[src/spc_cfg.svh]
// constants for the socket power and clock register block
`ifndef SPC_CFG_SVH
`define SPC_CFG_SVH

// ==========================================
// register offsets (byte addresses)
`define SPC_OFS_SOCKET_CONTROL 8'h10
`define SPC_OFS_SOCKET_PM 8'h20
`define SPC_OFS_SOCKET_AUX 8'h30

// ==========================================
// reset values
`define SPC_RST_SOCKET_CONTROL 32'h0000_0400
`define SPC_RST_SOCKET_PM 32'h0000_0000

// ==========================================
// socket control field positions
`define SPC_CTL_ZV_ACTIVE_BIT 11
`define SPC_CTL_STD_ZOOM_BIT 10
`define SPC_CTL_ZV_ON_BIT 9
`define SPC_CTL_STOP_POLICY_BIT 7
`define SPC_CTL_VCC_LSB 4
`define SPC_CTL_VPP_LSB 0

// ==========================================
// power-management field positions
`define SPC_PM_ACCESS_BIT 25
`define SPC_PM_MODE_BIT 24
`define SPC_PM_GATE_BIT 16
`define SPC_PM_SEL_BIT 0

// ==========================================
// auxiliary register field positions
`define SPC_AUX_STD_DISABLE_BIT 0
`define SPC_AUX_RETEST_BIT 1
`define SPC_AUX_FORCE_LSB 4
`define SPC_AUX_LOCK_BIT 8

// ==========================================
// card clock timing
`define SPC_SLOW_DIVIDE 16
`define SPC_CLOCK_NS 5

`endif

[src/spc_pkg.sv]
// types for the socket power and clock register block
package spc_pkg;
  // supply request codes
  typedef enum logic [2:0] {
    SPC_VCC_OFF = 3'h0,
    SPC_VCC_5V = 3'h2,
    SPC_VCC_3V3 = 3'h3,
    SPC_VCC_XV = 3'h4,
    SPC_VCC_YV = 3'h5
  } spc_vcc_e;

  // programming-voltage request codes
  typedef enum logic [2:0] {
    SPC_VPP_OFF = 3'h0,
    SPC_VPP_12V = 3'h1,
    SPC_VPP_5V = 3'h2,
    SPC_VPP_3V3 = 3'h3,
    SPC_VPP_XV = 3'h4,
    SPC_VPP_YV = 3'h5
  } spc_vpp_e;

  // card clock states; run to stop and run to slow each flip one bit
  typedef enum logic [1:0] {
    SPC_CLK_RUN = 2'h0,
    SPC_CLK_STOP = 2'h1,
    SPC_CLK_SLOW = 2'h2
  } spc_clk_e;
endpackage

[src/spc_clock_ctl.sv]
// card clock stop/slow decision and divide-by-16 enable
`include "spc_cfg.svh"
`timescale 1ns/1ps
`default_nettype none
module spc_clock_ctl
  import spc_pkg::*;
#(
  parameter int DIVIDE = `SPC_SLOW_DIVIDE
) (
  input wire logic clk,
  input wire logic rst_n,
  input wire logic allowed,
  input wire logic slow_sel,
  output logic card_clk_en,
  output logic mode_changed
);
  localparam int CW = $clog2(DIVIDE);
  spc_clk_e state_reg;
  spc_clk_e state_next;
  logic [CW-1:0] div_reg;

  initial begin
    if (DIVIDE < 2) $error("divide must be at least 2");
  end

  // stop or slow while allowed, back to full speed otherwise
  // the select is followed while idle too, so a rewrite of it is not lost
  always_comb begin
    case (state_reg)
      SPC_CLK_RUN: state_next = allowed ? (slow_sel ? SPC_CLK_SLOW : SPC_CLK_STOP) : SPC_CLK_RUN;
      SPC_CLK_STOP: state_next = allowed ? (slow_sel ? SPC_CLK_SLOW : SPC_CLK_STOP) : SPC_CLK_RUN;
      SPC_CLK_SLOW: state_next = allowed ? (slow_sel ? SPC_CLK_SLOW : SPC_CLK_STOP) : SPC_CLK_RUN;
      default: state_next = SPC_CLK_RUN;
    endcase
  end

  always_ff @(posedge clk or negedge rst_n) begin
    if (!rst_n) begin
      state_reg <= SPC_CLK_RUN;
    end else begin
      state_reg <= state_next;
    end
  end

  // divider runs only while slowed
  always_ff @(posedge clk or negedge rst_n) begin
    if (!rst_n) begin
      div_reg <= '0;
    end else if (state_reg == SPC_CLK_SLOW) begin
      div_reg <= (div_reg == CW'(DIVIDE - 1)) ? '0 : div_reg + 1'b1;
    end else begin
      div_reg <= '0;
    end
  end

  // one pulse per 16 host clocks when slowed
  assign card_clk_en = (state_reg == SPC_CLK_RUN) ||
    (state_reg == SPC_CLK_SLOW && div_reg == '0);
  assign mode_changed = (state_reg != SPC_CLK_RUN);
endmodule // spc_clock_ctl
`default_nettype wire

[src/spc_regs.sv]
// socket control and power-management register block
// Functional notes
// - socket control bits 31-12, 8 and 3 read zero, writes ignored.
// - zoom activity reads 0 when zoom enable clear, 1 when set.
// - standard zoom support reads 1 while standard-zoom-disable is clear.
// - bit 9 enables the zoom path for the socket.
// - policy 0: stop/slow only if idle and host clock preparing to stop.
// - policy 1: stop/slow whenever socket idle.
// - supply field 6-4: 000 off, 010 5V, 011 3.3V, 100 X, 101 Y.
// - vpp field 2-0: 000 off, 001 12V, 010 5V, 011 3.3V, 100, 101.
// - power the socket only at voltages the card accepts.
// - power-management bits 31-26, 23-17, 15-1 read zero.
// - access flag sets on card access, clears on read.
// - clock-mode flag is 1 while card clock frequency changed.
// - stop/slow select acts only while clock-control enable set.
// - select 0 stops the card clock, 1 divides it by 16.
// - forcing a voltage-capability indication disables socket control.
// - voltage-sense retest re-interrogates and re-enables socket control.
//
// The implementer's own choice: strobed register access.
`include "spc_cfg.svh"
`timescale 1ns/1ps
`default_nettype none
module spc_regs
  import spc_pkg::*;
#(
  parameter int ADDR_W = 8,
  parameter int SLOW_DIVIDE = `SPC_SLOW_DIVIDE
) (
  // clock and reset
  input wire logic CLOCK,
  input wire logic ARST_N,
  // register port
  input wire logic [ADDR_W-1:0] ADDR,
  input wire logic [31:0] WDATA,
  input wire logic WR,
  input wire logic RD,
  output logic [31:0] RDATA,
  // socket status from card side, host clock stop preparation
  input wire logic CARD_ACCESS,
  input wire logic SOCKET_IDLE,
  input wire logic HOST_CLK_STOP_PREP,
  input wire logic [3:0] CARD_CAPS,
  input wire logic INTERROGATE_DONE,
  // socket controls
  output logic ZOOM_PATH_ON,
  output logic VCC_5V_ON,
  output logic VCC_3V3_ON,
  output logic VCC_XV_ON,
  output logic VCC_YV_ON,
  output logic VPP_12V_ON,
  output logic VPP_VCC_ON,
  output logic BAD_VOLT_REQ,
  output logic INTERROGATE_REQ,
  output logic CARD_CLK_EN
);
  // ==========================================
  // reset release
  logic rst_meta_reg;
  logic rst_n;

  always_ff @(posedge CLOCK or negedge ARST_N) begin
    if (!ARST_N) begin
      rst_meta_reg <= 1'b0;
      rst_n <= 1'b0;
    end else begin
      rst_meta_reg <= 1'b1;
      rst_n <= rst_meta_reg;
    end
  end

  initial begin
    if (ADDR_W < 6) $error("address too narrow for the register map");
  end

  // ==========================================
  // decode
  logic sel_ctl;
  logic sel_pm;
  logic sel_aux;

  assign sel_ctl = (ADDR == ADDR_W'(`SPC_OFS_SOCKET_CONTROL));
  assign sel_pm = (ADDR == ADDR_W'(`SPC_OFS_SOCKET_PM));
  assign sel_aux = (ADDR == ADDR_W'(`SPC_OFS_SOCKET_AUX));

  // ==========================================
  // socket control storage
  logic zoom_video_on_reg;
  logic card_clock_stop_policy_reg;
  logic [2:0] supply_voltage_request_reg;
  logic [2:0] program_voltage_request_reg;
  logic ctl_locked_reg;
  logic std_zoom_model_disable_reg;
  logic [3:0] forced_caps_reg;
  logic interrogate_reg;

  // writes ignored while locked by a forced capability
  always_ff @(posedge CLOCK or negedge rst_n) begin
    if (!rst_n) begin
      zoom_video_on_reg <= 1'b0;
      card_clock_stop_policy_reg <= 1'b0;
      supply_voltage_request_reg <= 3'h0;
      program_voltage_request_reg <= 3'h0;
    end else if (WR && sel_ctl && !ctl_locked_reg) begin
      zoom_video_on_reg <= WDATA[`SPC_CTL_ZV_ON_BIT];
      card_clock_stop_policy_reg <= WDATA[`SPC_CTL_STOP_POLICY_BIT];
      supply_voltage_request_reg <= WDATA[`SPC_CTL_VCC_LSB +: 3];
      program_voltage_request_reg <= WDATA[`SPC_CTL_VPP_LSB +: 3];
    end
  end

  // ==========================================
  // auxiliary register: std-zoom disable, retest, forced caps
  always_ff @(posedge CLOCK or negedge rst_n) begin
    if (!rst_n) begin
      std_zoom_model_disable_reg <= 1'b0;
      forced_caps_reg <= 4'h0;
    end else if (WR && sel_aux) begin
      std_zoom_model_disable_reg <= WDATA[`SPC_AUX_STD_DISABLE_BIT];
      forced_caps_reg <= WDATA[`SPC_AUX_FORCE_LSB +: 4];
    end
  end

  // lock: force sets it, retest releases it; force wins a tie
  always_ff @(posedge CLOCK or negedge rst_n) begin
    if (!rst_n) begin
      ctl_locked_reg <= 1'b0;
    end else if (WR && sel_aux && WDATA[`SPC_AUX_FORCE_LSB +: 4] != 4'h0) begin
      ctl_locked_reg <= 1'b1;
    end else if (WR && sel_aux && WDATA[`SPC_AUX_RETEST_BIT]) begin
      ctl_locked_reg <= 1'b0;
    end
  end

  // retest request held until card side reports done
  always_ff @(posedge CLOCK or negedge rst_n) begin
    if (!rst_n) begin
      interrogate_reg <= 1'b0;
    end else if (WR && sel_aux && WDATA[`SPC_AUX_RETEST_BIT]) begin
      interrogate_reg <= 1'b1;
    end else if (INTERROGATE_DONE) begin
      interrogate_reg <= 1'b0;
    end
  end

  // ==========================================
  // power-management storage
  logic card_clock_policy_gate_reg;
  logic card_clock_stop_or_slow_reg;
  logic socket_access_seen_reg;
  logic socket_clock_mode_flag;
  logic pm_read;

  always_ff @(posedge CLOCK or negedge rst_n) begin
    if (!rst_n) begin
      card_clock_policy_gate_reg <= 1'b0;
      card_clock_stop_or_slow_reg <= 1'b0;
    end else if (WR && sel_pm) begin
      card_clock_policy_gate_reg <= WDATA[`SPC_PM_GATE_BIT];
      card_clock_stop_or_slow_reg <= WDATA[`SPC_PM_SEL_BIT];
    end
  end

  // access flag: a new access wins over the read clear
  assign pm_read = RD && sel_pm;
  always_ff @(posedge CLOCK or negedge rst_n) begin
    if (!rst_n) begin
      socket_access_seen_reg <= 1'b0;
    end else if (CARD_ACCESS) begin
      socket_access_seen_reg <= 1'b1;
    end else if (pm_read) begin
      socket_access_seen_reg <= 1'b0;
    end
  end

  // ==========================================
  // clock policy
  logic clk_allowed;

  // policy bit picks whether the host clock state matters
  assign clk_allowed = card_clock_policy_gate_reg && SOCKET_IDLE &&
    (card_clock_stop_policy_reg || HOST_CLK_STOP_PREP);

  spc_clock_ctl #(
    .DIVIDE(SLOW_DIVIDE)
  ) u_clk (
    .clk(CLOCK),
    .rst_n(rst_n),
    .allowed(clk_allowed),
    .slow_sel(card_clock_stop_or_slow_reg),
    .card_clk_en(CARD_CLK_EN),
    .mode_changed(socket_clock_mode_flag)
  );

  // ==========================================
  // voltage check; requests only act on acceptable levels
  logic [3:0] eff_caps;

  assign eff_caps = CARD_CAPS | forced_caps_reg;

  spc_volt_check u_volt (
    .vcc_code(supply_voltage_request_reg),
    .vpp_code(program_voltage_request_reg),
    .card_caps(eff_caps),
    .vcc_5v(VCC_5V_ON),
    .vcc_3v3(VCC_3V3_ON),
    .vcc_xv(VCC_XV_ON),
    .vcc_yv(VCC_YV_ON),
    .vpp_12v(VPP_12V_ON),
    .vpp_vcc(VPP_VCC_ON),
    .bad_request(BAD_VOLT_REQ)
  );

  assign ZOOM_PATH_ON = zoom_video_on_reg;
  assign INTERROGATE_REQ = interrogate_reg;

  // ==========================================
  // read data, one cycle after the strobe
  logic [31:0] rd_mux;

  always_comb begin
    rd_mux = 32'h0000_0000;
    if (sel_ctl) begin
      rd_mux[`SPC_CTL_ZV_ACTIVE_BIT] = zoom_video_on_reg;
      rd_mux[`SPC_CTL_STD_ZOOM_BIT] = !std_zoom_model_disable_reg;
      rd_mux[`SPC_CTL_ZV_ON_BIT] = zoom_video_on_reg;
      rd_mux[`SPC_CTL_STOP_POLICY_BIT] = card_clock_stop_policy_reg;
      rd_mux[`SPC_CTL_VCC_LSB +: 3] = supply_voltage_request_reg;
      rd_mux[`SPC_CTL_VPP_LSB +: 3] = program_voltage_request_reg;
    end else if (sel_pm) begin
      rd_mux[`SPC_PM_ACCESS_BIT] = socket_access_seen_reg;
      rd_mux[`SPC_PM_MODE_BIT] = socket_clock_mode_flag;
      rd_mux[`SPC_PM_GATE_BIT] = card_clock_policy_gate_reg;
      rd_mux[`SPC_PM_SEL_BIT] = card_clock_stop_or_slow_reg;
    end else if (sel_aux) begin
      rd_mux[`SPC_AUX_STD_DISABLE_BIT] = std_zoom_model_disable_reg;
      rd_mux[`SPC_AUX_RETEST_BIT] = interrogate_reg;
      rd_mux[`SPC_AUX_FORCE_LSB +: 4] = forced_caps_reg;
      rd_mux[`SPC_AUX_LOCK_BIT] = ctl_locked_reg;
    end
  end

  // unmapped reads return zero
  always_ff @(posedge CLOCK or negedge rst_n) begin
    if (!rst_n) begin
      RDATA <= 32'h0000_0000;
    end else if (RD) begin
      RDATA <= rd_mux;
    end else begin
      RDATA <= 32'h0000_0000;
    end
  end
endmodule // spc_regs
`default_nettype wire

[src/spc_volt_check.sv]
// decodes voltage requests and checks them against card capability
`timescale 1ns/1ps
`default_nettype none
module spc_volt_check
  import spc_pkg::*;
(
  // requests
  input wire logic [2:0] vcc_code,
  input wire logic [2:0] vpp_code,
  // card capability: 5v, 3.3v, x.x, y.y
  input wire logic [3:0] card_caps,
  // decoded supply enables
  output logic vcc_5v,
  output logic vcc_3v3,
  output logic vcc_xv,
  output logic vcc_yv,
  output logic vpp_12v,
  output logic vpp_vcc,
  output logic bad_request
);
  logic vcc_ok;
  logic vpp_ok;

  // supply decode; reserved codes give nothing
  always_comb begin
    vcc_ok = 1'b1;
    vcc_5v = 1'b0;
    vcc_3v3 = 1'b0;
    vcc_xv = 1'b0;
    vcc_yv = 1'b0;
    case (vcc_code)
      SPC_VCC_OFF: vcc_ok = 1'b1;
      SPC_VCC_5V: vcc_5v = card_caps[0];
      SPC_VCC_3V3: vcc_3v3 = card_caps[1];
      SPC_VCC_XV: vcc_xv = card_caps[2];
      SPC_VCC_YV: vcc_yv = card_caps[3];
      default: vcc_ok = 1'b0;
    endcase
    if (vcc_code != SPC_VCC_OFF && !(vcc_5v | vcc_3v3 | vcc_xv | vcc_yv)) begin
      vcc_ok = 1'b0;
    end
  end

  // vpp decode; non-12v levels must match vcc, else refused
  always_comb begin
    vpp_ok = 1'b1;
    vpp_12v = 1'b0;
    vpp_vcc = 1'b0;
    case (vpp_code)
      SPC_VPP_OFF: vpp_ok = 1'b1;
      SPC_VPP_12V: vpp_12v = vcc_ok && vcc_code != SPC_VCC_OFF;
      SPC_VPP_5V: vpp_vcc = vcc_5v;
      SPC_VPP_3V3: vpp_vcc = vcc_3v3;
      SPC_VPP_XV: vpp_vcc = vcc_xv;
      SPC_VPP_YV: vpp_vcc = vcc_yv;
      default: vpp_ok = 1'b0;
    endcase
    if (vpp_code != SPC_VPP_OFF && !(vpp_12v | vpp_vcc)) begin
      vpp_ok = 1'b0;
    end
  end

  assign bad_request = !(vcc_ok && vpp_ok);
endmodule // spc_volt_check
`default_nettype wire
[config.mk]
export PLATFORM = sky130hd
export DESIGN_NAME = spc_regs
export DESIGN_NICKNAME = d
export VERILOG_FILES = /design/src/spc_pkg.sv /design/src/spc_clock_ctl.sv /design/src/spc_regs.sv /design/src/spc_volt_check.sv
export VERILOG_INCLUDE_DIRS = /design/src /design/src/src
export SDC_FILE = /design/constraint.sdc
export NUM_CORES = 1
export LEC_CHECK = 0
export BUFFER_PORTS_ARGS = -buffer_cell sky130_fd_sc_hd__buf_2
export CAP_MARGIN = 20
export CORE_ASPECT_RATIO = 1.5
export CORE_MARGIN = 10
export CORE_UTILIZATION = 44
export DETAILED_ROUTE_END_ITERATION = 16
export PLACE_DENSITY = 0.77
export SLEW_MARGIN = 5
export SYNTH_ARGS = -nofsm -noshare
export SYNTH_HDL_FRONTEND = slang
export SYNTH_HIERARCHICAL = 1
export SYNTH_SLANG_ARGS = --single-unit
[constraint.sdc]
create_clock -name CLOCK -period 1.74 [get_ports CLOCK]
set_input_delay 0.087 -clock CLOCK [delete_from_list [all_inputs] [get_ports CLOCK]]
set_output_delay 0.087 -clock CLOCK [all_outputs]
set_load 0.02 [all_outputs]
==> qor.txt, run 1 <==
status: finished with violations
violated checks: negative setup slack
clk buf depth: 2
Pint: 1.486 mW
WL final: 4436 um
RSZ-0062 raised after global routing: true
PwrDens: 806.4 nW/um2
Setup WS post-layout: -0.1787 ns
fraction of layout cells with a size suffix above 1: 0.4440
global-route wire length before repair: 7196 um
Comb power frac: 0.114
Most Used Layer, Global Route: met2
Psw: 449.6 uW
Crit Path Max Fanout: 3
WL/cell: 15.96 um
clock share of power: 0.396
Placed Cells incl. Taps: 266
Final Hold Fails: 0
part of the power in registers: 0.490
Worst Hold Class: in2reg
Post-route DRC: 0
Syn Area/Cell: 11.74 um2
Num CTS Buffers: 5
Die H: 100.8 um
min Tclk post-route: 1.919 ns
pins over their slew limit: 0
GR Layer Usage met2: 0.2171
first-pass detailed-route iteration total: 4
fmax: 521.2 MHz
GRT Resource Usage Total: 0.1233
cell count after synthesis: 163
Worst-path clk slew: 0.07 ns
final std cells w/o fill: 278
CTS HTree Levels: 2
final antenna-violating net count: 0
yosys warns: 6
Req. time, crit path: 1.65 ns
#FFs+latches synth: 39
hold slack final: 0.02446 ns
largest net degree at the start of global routing: 38
setup TNS: -0.3275 ns
number of diodes: 0
total congestion overflow: 0
Iter 0 DRT Violations: 71
Top Ports: 94
I/O Buffers: 52
Final Setup Violations: 3
Syn-to-layout area delta: 25.44%
post-synthesis sequential area ratio: 0.5101
GR Util met3: 0.05325
initial antenna violation count: 0
Leak Pwr: 1.286 nW
met1 Use GR: 0.1165
vias in the first global route: 1497
Worst Skew: 0.006602 ns
# fillers: 374
VDD IR-drop max: 0.001088 V
crit path kind: reg2out
Cell Area, Synth: 1913 um2
CP arrival: 1.83 ns
dpl ws: -0.009928 ns
Synth cell types: 44
total core area: 4209 um2
Root Buffer: clkbuf_8
Initial Utilization: 0.4545
Core Util, Final: 0.5702
CP Capture Type: primary output
CTS Sinks: 39
Die ar.: 7440 um2
Max-Cap Viols: 0
Design Power: 1.935 mW
Cell Rows: 29
vias per inst: 4.996
via count: 1389
Sw Share: 0.2323
max reg flops: 13
Final Cell Area: 2400 um2
Final HPWL DP: 3538 um
die width: 73.84 um
routability cong.: 0.7364
layout net count: 285
crit share post-route: 1.103
TritonCTS clock tree: done
post-place instance area: 2207 um2
Worst setup SP type: flip-flop
Worst-Skew Late Latency: 0.30 ns
## power groups by stage
stage	Clock (mW)	Combinational [mW]	Sequential, mW
floorplan	0	0.137	0.974
global placement	0	0.195	0.965
detailed placement	0	0.200	0.966
CTS	0.793	0.218	0.948
global route	0.825	0.241	0.951
finish	0.767	0.220	0.949
## per-layer routing
metal	wire [um]	vias up
li1	-	678
met1	1453	661
met2	2460	44
met3	433	6
met4	88	0
met5	0	-
## cell usage after synthesis
cell,instances,area (um2)
a2111oi_2,1,15.01
a21o_1,1,7.510
a21oi_1,3,15.01
a22oi_1,5,37.54
a311oi_1,1,8.760
a31o_1,1,8.760
a31oi_1,2,12.51
a32oi_1,1,8.760
and2_1,1,6.260
and3_1,6,37.54
and3_2,2,15.01
and4b_1,1,10.01
and4b_4,1,13.76
and4bb_1,1,12.51
and4bb_2,1,12.51
buf_4,19,142.6
clkbuf_2,1,5.000
conb_1,2,7.510
dfrtp_1,39,975.9
ha_1,2,25.02
inv_1,6,22.52
inv_2,1,3.750
mux2_2,16,180.2
mux2i_1,1,10.01
nand2_1,5,18.77
nand2b_1,1,6.260
nand3_1,3,15.01
nand4_1,1,6.260
nand4b_4,1,23.77
nor2_1,13,48.80
nor3_1,3,15.01
nor3b_1,3,22.52
nor4_1,1,6.260
nor4_4,1,21.27
nor4b_2,1,15.01
nor4b_4,1,23.77
o211a_1,1,10.01
o211ai_1,1,7.510
o21ai_0,3,15.01
o2bb2ai_1,1,8.760
or2_2,5,31.28
or2b_1,1,7.510
or4_1,1,7.510
xnor2_1,1,8.760
## worst max-delay path: stages, from the launching register on
cell and delay (ns):
dfrtp_1 0.38, or2_4 0.24, or2b_1 0.25, a2111oi_4 0.32
a31oi_1 0.08, o211ai_1 0.10, buf_4 0.17
## final cells by class
class	instances	area [um2]	area share
inverter	7	26.28	0.01095
tap	46	57.56	0.02398
clock inverter	2	35.03	0.01460
timing repair buffer	64	366.6	0.1528
sequential	39	975.9	0.4067
clock buffer	6	82.58	0.03441
multi-input combinational	114	855.8	0.3566
## worst paths after layout
| kind | from | end | slack, ns | depth (start not counted) |
|---|---|---|---|---|
| max | forced_caps_reg[0] | BAD_VOLT_REQ | -0.18 | 6 |
| min | WDATA[16] | card_clock_policy_gate_reg | 0.02 | 2 |
| max reg2reg | u_clk/div_reg[0] | u_clk/div_reg[3] | 0.53 | 3 |
| min reg2reg | rst_n | ZOOM_PATH_ON | 0.30 | 1 |
| max in group asynchronous | rst_n | socket_access_seen_reg | 1.11 | 1 |
| min in group asynchronous | ARST_N | rst_meta_reg | 0.12 | 2 |
## cells in the final DEF, fill, tap and decap left out, types with 5 or more instances in the layout
cell type,instances
buf_2,50
dfrtp_1,39
conb_1,19
mux2_2,16
nor2_1,13
buf_4,10
and3_1,6
inv_1,6
clkbuf_8,6
nand2_1,5
a22oi_1,5
## kinds of logic (layout without fill, tap and decap cells)
family          after synthesis  after routing  synth area share
flops                        39             39            0.5101
xor+xnor                      1              1          0.004579
mux                          17             17           0.09941
compound gates               21             21           0.08110
buf+inv                      27             79           0.09091
other cells                   2             19          0.003926
simple gates                 54             54            0.1969
fa+ha+maj                     2              2           0.01308
## repair_timing
action                                 in CTS  in global routing
buffers inserted                            1                  0
setup endpoints to repair                   3                  3
pin swaps                                   3                  0
hold buffers                                3                  0
endpoints found under the hold margin       4                  0
cloned                                      0                  0
resized for setup                           8                  2
No activity file was read; power rests on OpenSTA's default activity.
==> run 2, diff against run 1 <==
--- a/config.mk
+++ b/config.mk
@@ -11,8 +11,9 @@
 export CORE_ASPECT_RATIO = 1.5
 export CORE_MARGIN = 10
 export CORE_UTILIZATION = 44
+export CTS_CLUSTER_SIZE = 25
 export DETAILED_ROUTE_END_ITERATION = 16
-export PLACE_DENSITY = 0.77
+export PLACE_DENSITY_LB_ADDON = 0.05
 export SLEW_MARGIN = 5
 export SYNTH_ARGS = -nofsm -noshare
 export SYNTH_HDL_FRONTEND = slang
==> qor.txt, run 2 (synthesized netlist as in run 1, its figures left out) <==
I/O Buffers: 52
Worst Hold Class: in2reg
Final Hold Fails: 0
CP Capture Type: primary output
hold slack final: 0.03821 ns
status: finished with violations
Top Ports: 94
Num CTS Buffers: 5
fmax: 517.0 MHz
Initial Utilization: 0.4545
fraction of layout cells with a size suffix above 1: 0.4348
Die ar.: 7440 um2
RSZ-0062 raised after global routing: true
global-route wire length before repair: 7438 um
initial antenna violation count: 0
VDD IR-drop max: 0.0005752 V
die width: 73.84 um
CP arrival: 1.85 ns
GRT Resource Usage Total: 0.1257
max reg flops: 13
vias in the first global route: 1573
setup TNS: -0.3780 ns
total congestion overflow: 0
pins over their slew limit: 0
Crit Path Max Fanout: 2
crit share post-route: 1.112
Iter 0 DRT Violations: 27
Cell Rows: 29
Final Cell Area: 2359 um2
Worst-path clk slew: 0.07 ns
Leak Pwr: 1.265 nW
number of diodes: 0
Setup WS post-layout: -0.1944 ns
critical-path cell list: or2_4 -> or2b_1 -> a2111oi_4 -> a31oi_1 -> o211ai_1 -> buf_4
CTS HTree Levels: 2
most frequent cells in the layout: 50 x buf_2, 39 x dfrtp_1, 19 x conb_1
crit path kind: reg2out
CTS Sinks: 39
Crit path max-delay family: compound AO/OA/AOI/OAI gates
Final Setup Violations: 3
first-pass detailed-route iteration total: 4
Max-Cap Viols: 0
TritonCTS clock tree: done
crit path buf inv count: 1
layout net count: 284
violated checks: negative setup slack
post-place instance area: 2185 um2
slowest CP cell: dfrtp_1
min Tclk post-route: 1.934 ns
commonest non-fill, non-tap cell in the layout: buf_2
PwrDens: 745.5 nW/um2
final std cells w/o fill: 276
Post-route DRC: 0
total core area: 4209 um2
routability cong.: 0.8072
Worst Skew: 0.002701 ns
Worst-Skew Late Latency: 0.28 ns
Req. time, crit path: 1.65 ns
final antenna-violating net count: 0
vias per inst: 5.018
via count: 1385
clk buf depth: 2
largest net degree at the start of global routing: 38
Max stage delay on crit path: 0.38 ns
WL/cell: 16.53 um
WL final: 4563 um
Die H: 100.8 um
Worst setup SP type: flip-flop
Placed Cells incl. Taps: 263
Final HPWL DP: 3733 um
Root Buffer: clkbuf_8
Syn-to-layout area delta: 23.28%
[run 2: cell count changes in the layout (fill, tap and decap cells not counted)]
| cell | delta |
|---|---|
| buf_4 | -1 |
| mux2i_2 | -1 |
| mux2i_1 | +1 |
| bufinv_16 | -1 |
[run 2: final cells by class]
| cell class | count | area [um2] |
|---|---|---|
| clock buffers | 6 | 82.58 |
| clock inverters | 1 | 5.005 |
| fillers | 394 | 1851 |
| inverters | 7 | 26.28 |
| multi-input cells | 114 | 852.1 |
| flip-flops and latches | 39 | 975.9 |
| well taps | 46 | 57.56 |
| repair buffers | 63 | 359.1 |
[run 2: layer usage]
layer / up-vias / share of wire / track usage / wire length (um)
li1: 674 / - / - / -
met1: 679 / 0.35 / 0.1238 / 1601
met2: 28 / 0.59 / 0.2349 / 2713
met3: 4 / 0.045 / 0.03945 / 207
met4: 0 / 0.0088 / 0.04173 / 40
met5: - / 0 / 0 / 0
[run 2: worst reg2reg max path, cell delays in order (launching register included)]
cell and delay (ns):
dfrtp_1 0.40, inv_1 0.08, or4_1 0.53, a21oi_1 0.14
[run 2: final timing paths]
kind | start | endpoint | slack [ns] | cells after the start
setup reg to reg | u_clk/div_reg[0] | u_clk/div_reg[3] | 0.52 | 3
max in group asynchronous | rst_n | socket_access_seen_reg | 1.14 | 1
setup / recovery | forced_caps_reg[0] | BAD_VOLT_REQ | -0.19 | 6
hold / removal | WDATA[16] | card_clock_policy_gate_reg | 0.04 | 2
min in group asynchronous | ARST_N | rst_n | 0.12 | 2
hold reg to reg | rst_n | RDATA[11] | 0.29 | 1
[run 2: power breakdown]
part,internal (mW),switching [mW],total (mW)
Sequential,0.928,0.0226,0.950
Combinational,0.0932,0.125,0.218
Clock,0.310,0.279,0.590
Total,1.33,0.427,1.76
[run 2: through the flow]
step                utilization  setup WS, ns  total power [mW]
global placement         0.5190     0.0004686             1.158
CTS                      0.5586       -0.1833             1.779
global route             0.5603       -0.2874             1.842
floorplan                     -        0.1100             1.111
detailed placement       0.5190      -0.04226             1.163
finish                   0.5603       -0.1944             1.758
[run 2: what timing repair did]
| item | CTS | global route |
|---|---|---|
| pin swaps | 6 | 1 |
| buffers inserted | 2 | 1 |
| hold endpoints to repair | 4 | 0 |
| endpoints found under the setup margin | 3 | 3 |
| resized for setup | 9 | 0 |
| hold buffers | 3 | 0 |
| gates cloned | 0 | 0 |
==> run 3, diff against run 2 <==
--- a/config.mk
+++ b/config.mk
@@ -13,7 +13,7 @@
 export CORE_UTILIZATION = 44
 export CTS_CLUSTER_SIZE = 25
 export DETAILED_ROUTE_END_ITERATION = 16
-export PLACE_DENSITY_LB_ADDON = 0.05
+export PLACE_DENSITY = 0.76
 export SLEW_MARGIN = 5
 export SYNTH_ARGS = -nofsm -noshare
 export SYNTH_HDL_FRONTEND = slang
==> qor.txt, run 3 (synthesized netlist as in run 1, its figures left out) <==
initial antenna violation count: 0
routability cong.: 0.7625
clk buf depth: 2
CTS HTree Levels: 2
Root Buffer: clkbuf_8
WL final: 4538 um
Worst Setup EP: VPP_12V_ON
die width: 73.84 um
Final Cell Area: 2370 um2
global-route wire length before repair: 7258 um
first-pass detailed-route iteration total: 4
CP arrival: 1.89 ns
GRT Resource Usage Total: 0.1227
vias per inst: 5.076
Final Setup Violations: 3
Final HPWL DP: 3554 um
Iter 0 DRT Violations: 49
status: finished with violations
area of the multi-input gates: 852.1 um2
Crit Path Max Fanout: 3
Worst-Skew Late Latency: 0.29 ns
RSZ-0062 raised after global routing: true
crit share post-route: 1.137
final antenna-violating net count: 0
Worst Skew: 0.005578 ns
CP Capture Type: primary output
Num CTS Buffers: 5
post-place instance area: 2192 um2
Req. time, crit path: 1.65 ns
dpl ws: -0.05077 ns
Max-Cap Viols: 0
Core Util, Final: 0.5630
Top Ports: 94
vias in the first global route: 1474
min Tclk post-route: 1.979 ns
Die ar.: 7440 um2
pins over their slew limit: 0
Final Hold Fails: 0
PwrDens: 755.0 nW/um2
layout net count: 286
CTS Sinks: 39
Worst setup SP type: flip-flop
Reg2Reg Launch Point: u_clk/div_reg[0]
Worst Setup SP: forced_caps_reg[0]
Register Area: 975.9 um2
Post-route DRC: 0
max reg flops: 13
Cell Rows: 29
total congestion overflow: 0
VDD IR-drop max: 0.0008190 V
hold slack final: 0.02500 ns
commonest non-fill, non-tap cell in the layout: buf_2
violated checks: negative setup slack
crit path kind: reg2out
largest net degree at the start of global routing: 38
TritonCTS clock tree: done
fmax: 505.3 MHz
Initial Utilization: 0.4545
Worst-path clk slew: 0.07 ns
I/O Buffers: 52
RR Endpoint: u_clk/div_reg[3]
# fillers: 379
Setup WS post-layout: -0.2391 ns
fraction of layout cells with a size suffix above 1: 0.4397
Worst Hold Class: in2reg
WL/cell: 16.32 um
r2r setup slk: 0.55 ns
total core area: 4209 um2
Die H: 100.8 um
worst-case reg-to-reg path depth: 3
Syn-to-layout area delta: 23.87%
number of diodes: 0
Leak Pwr: 1.274 nW
Design Power: 1.789 mW
most frequent cells in the layout: 50 x buf_2, 39 x dfrtp_1, 19 x conb_1
via count: 1411
[run 3: cell types whose count changed in the layout (fill, tap and decap cells not counted), sizes merged]
cell	before	now
buf	60	62
[run 3: layout make-up]
| class | count | share of cell area |
|---|---|---|
| clock buffers | 6 | 0.03485 |
| clock inverters | 1 | 0.002112 |
| inverters | 7 | 0.01109 |
| multi-input cells | 114 | 0.3596 |
| flip-flops and latches | 39 | 0.4118 |
| well taps | 46 | 0.02429 |
| repair buffers | 65 | 0.1563 |
[run 3: timing repair]
action,4_1_cts,5_1_grt
pin swaps,3,0
hold buffers,3,0
setup buffers,2,2
resized for setup,6,2
hold endpoints to repair,4,0
endpoints found under the setup margin,3,3
[run 3: how the worst min path moves through the flow]
stage,end,startpoint,slack (ns),depth (start not counted)
floorplan,rst_meta_reg,ARST_N,-0.21,0
global placement,rst_n,ARST_N,-0.13,1
detailed placement,rst_n,ARST_N,-0.13,1
CTS,card_clock_policy_gate_reg,WDATA[16],0.02,2
global route,card_clock_policy_gate_reg,WDATA[16],0.03,2
finish,card_clock_policy_gate_reg,WDATA[16],0.02,2
[run 3: critical path, cell delays in order (launching register included)]
cell	delay, ns
dfrtp_1	0.39
or2_4	0.24
or2b_1	0.26
a2111oi_4	0.34
buf_4	0.18
nor3_2	0.04
buf_4	0.16
[run 3: layer usage]
| metal | track usage | wire length [um] |
|---|---|---|
| met2 | 0.2072 | 2455 |
| met5 | 0 | 0 |
| met4 | 0.04748 | 89 |
| met3 | 0.04832 | 402 |
| met1 | 0.1321 | 1590 |
[run 3: where the power goes]
part           switching [mW]  internal [mW]
Combinational           0.129         0.0975
Sequential             0.0233          0.928
Clock                   0.301          0.311
Total                   0.453           1.34
[run 3: metrics by stage]
step                      setup TNS [ns]  cells
final                            -0.5688    278
after global routing             -0.8547    278
after CTS                        -0.3956    276
after detailed placement        -0.05077    264
after global placement         -0.009984    264
after floorplan                        0    180
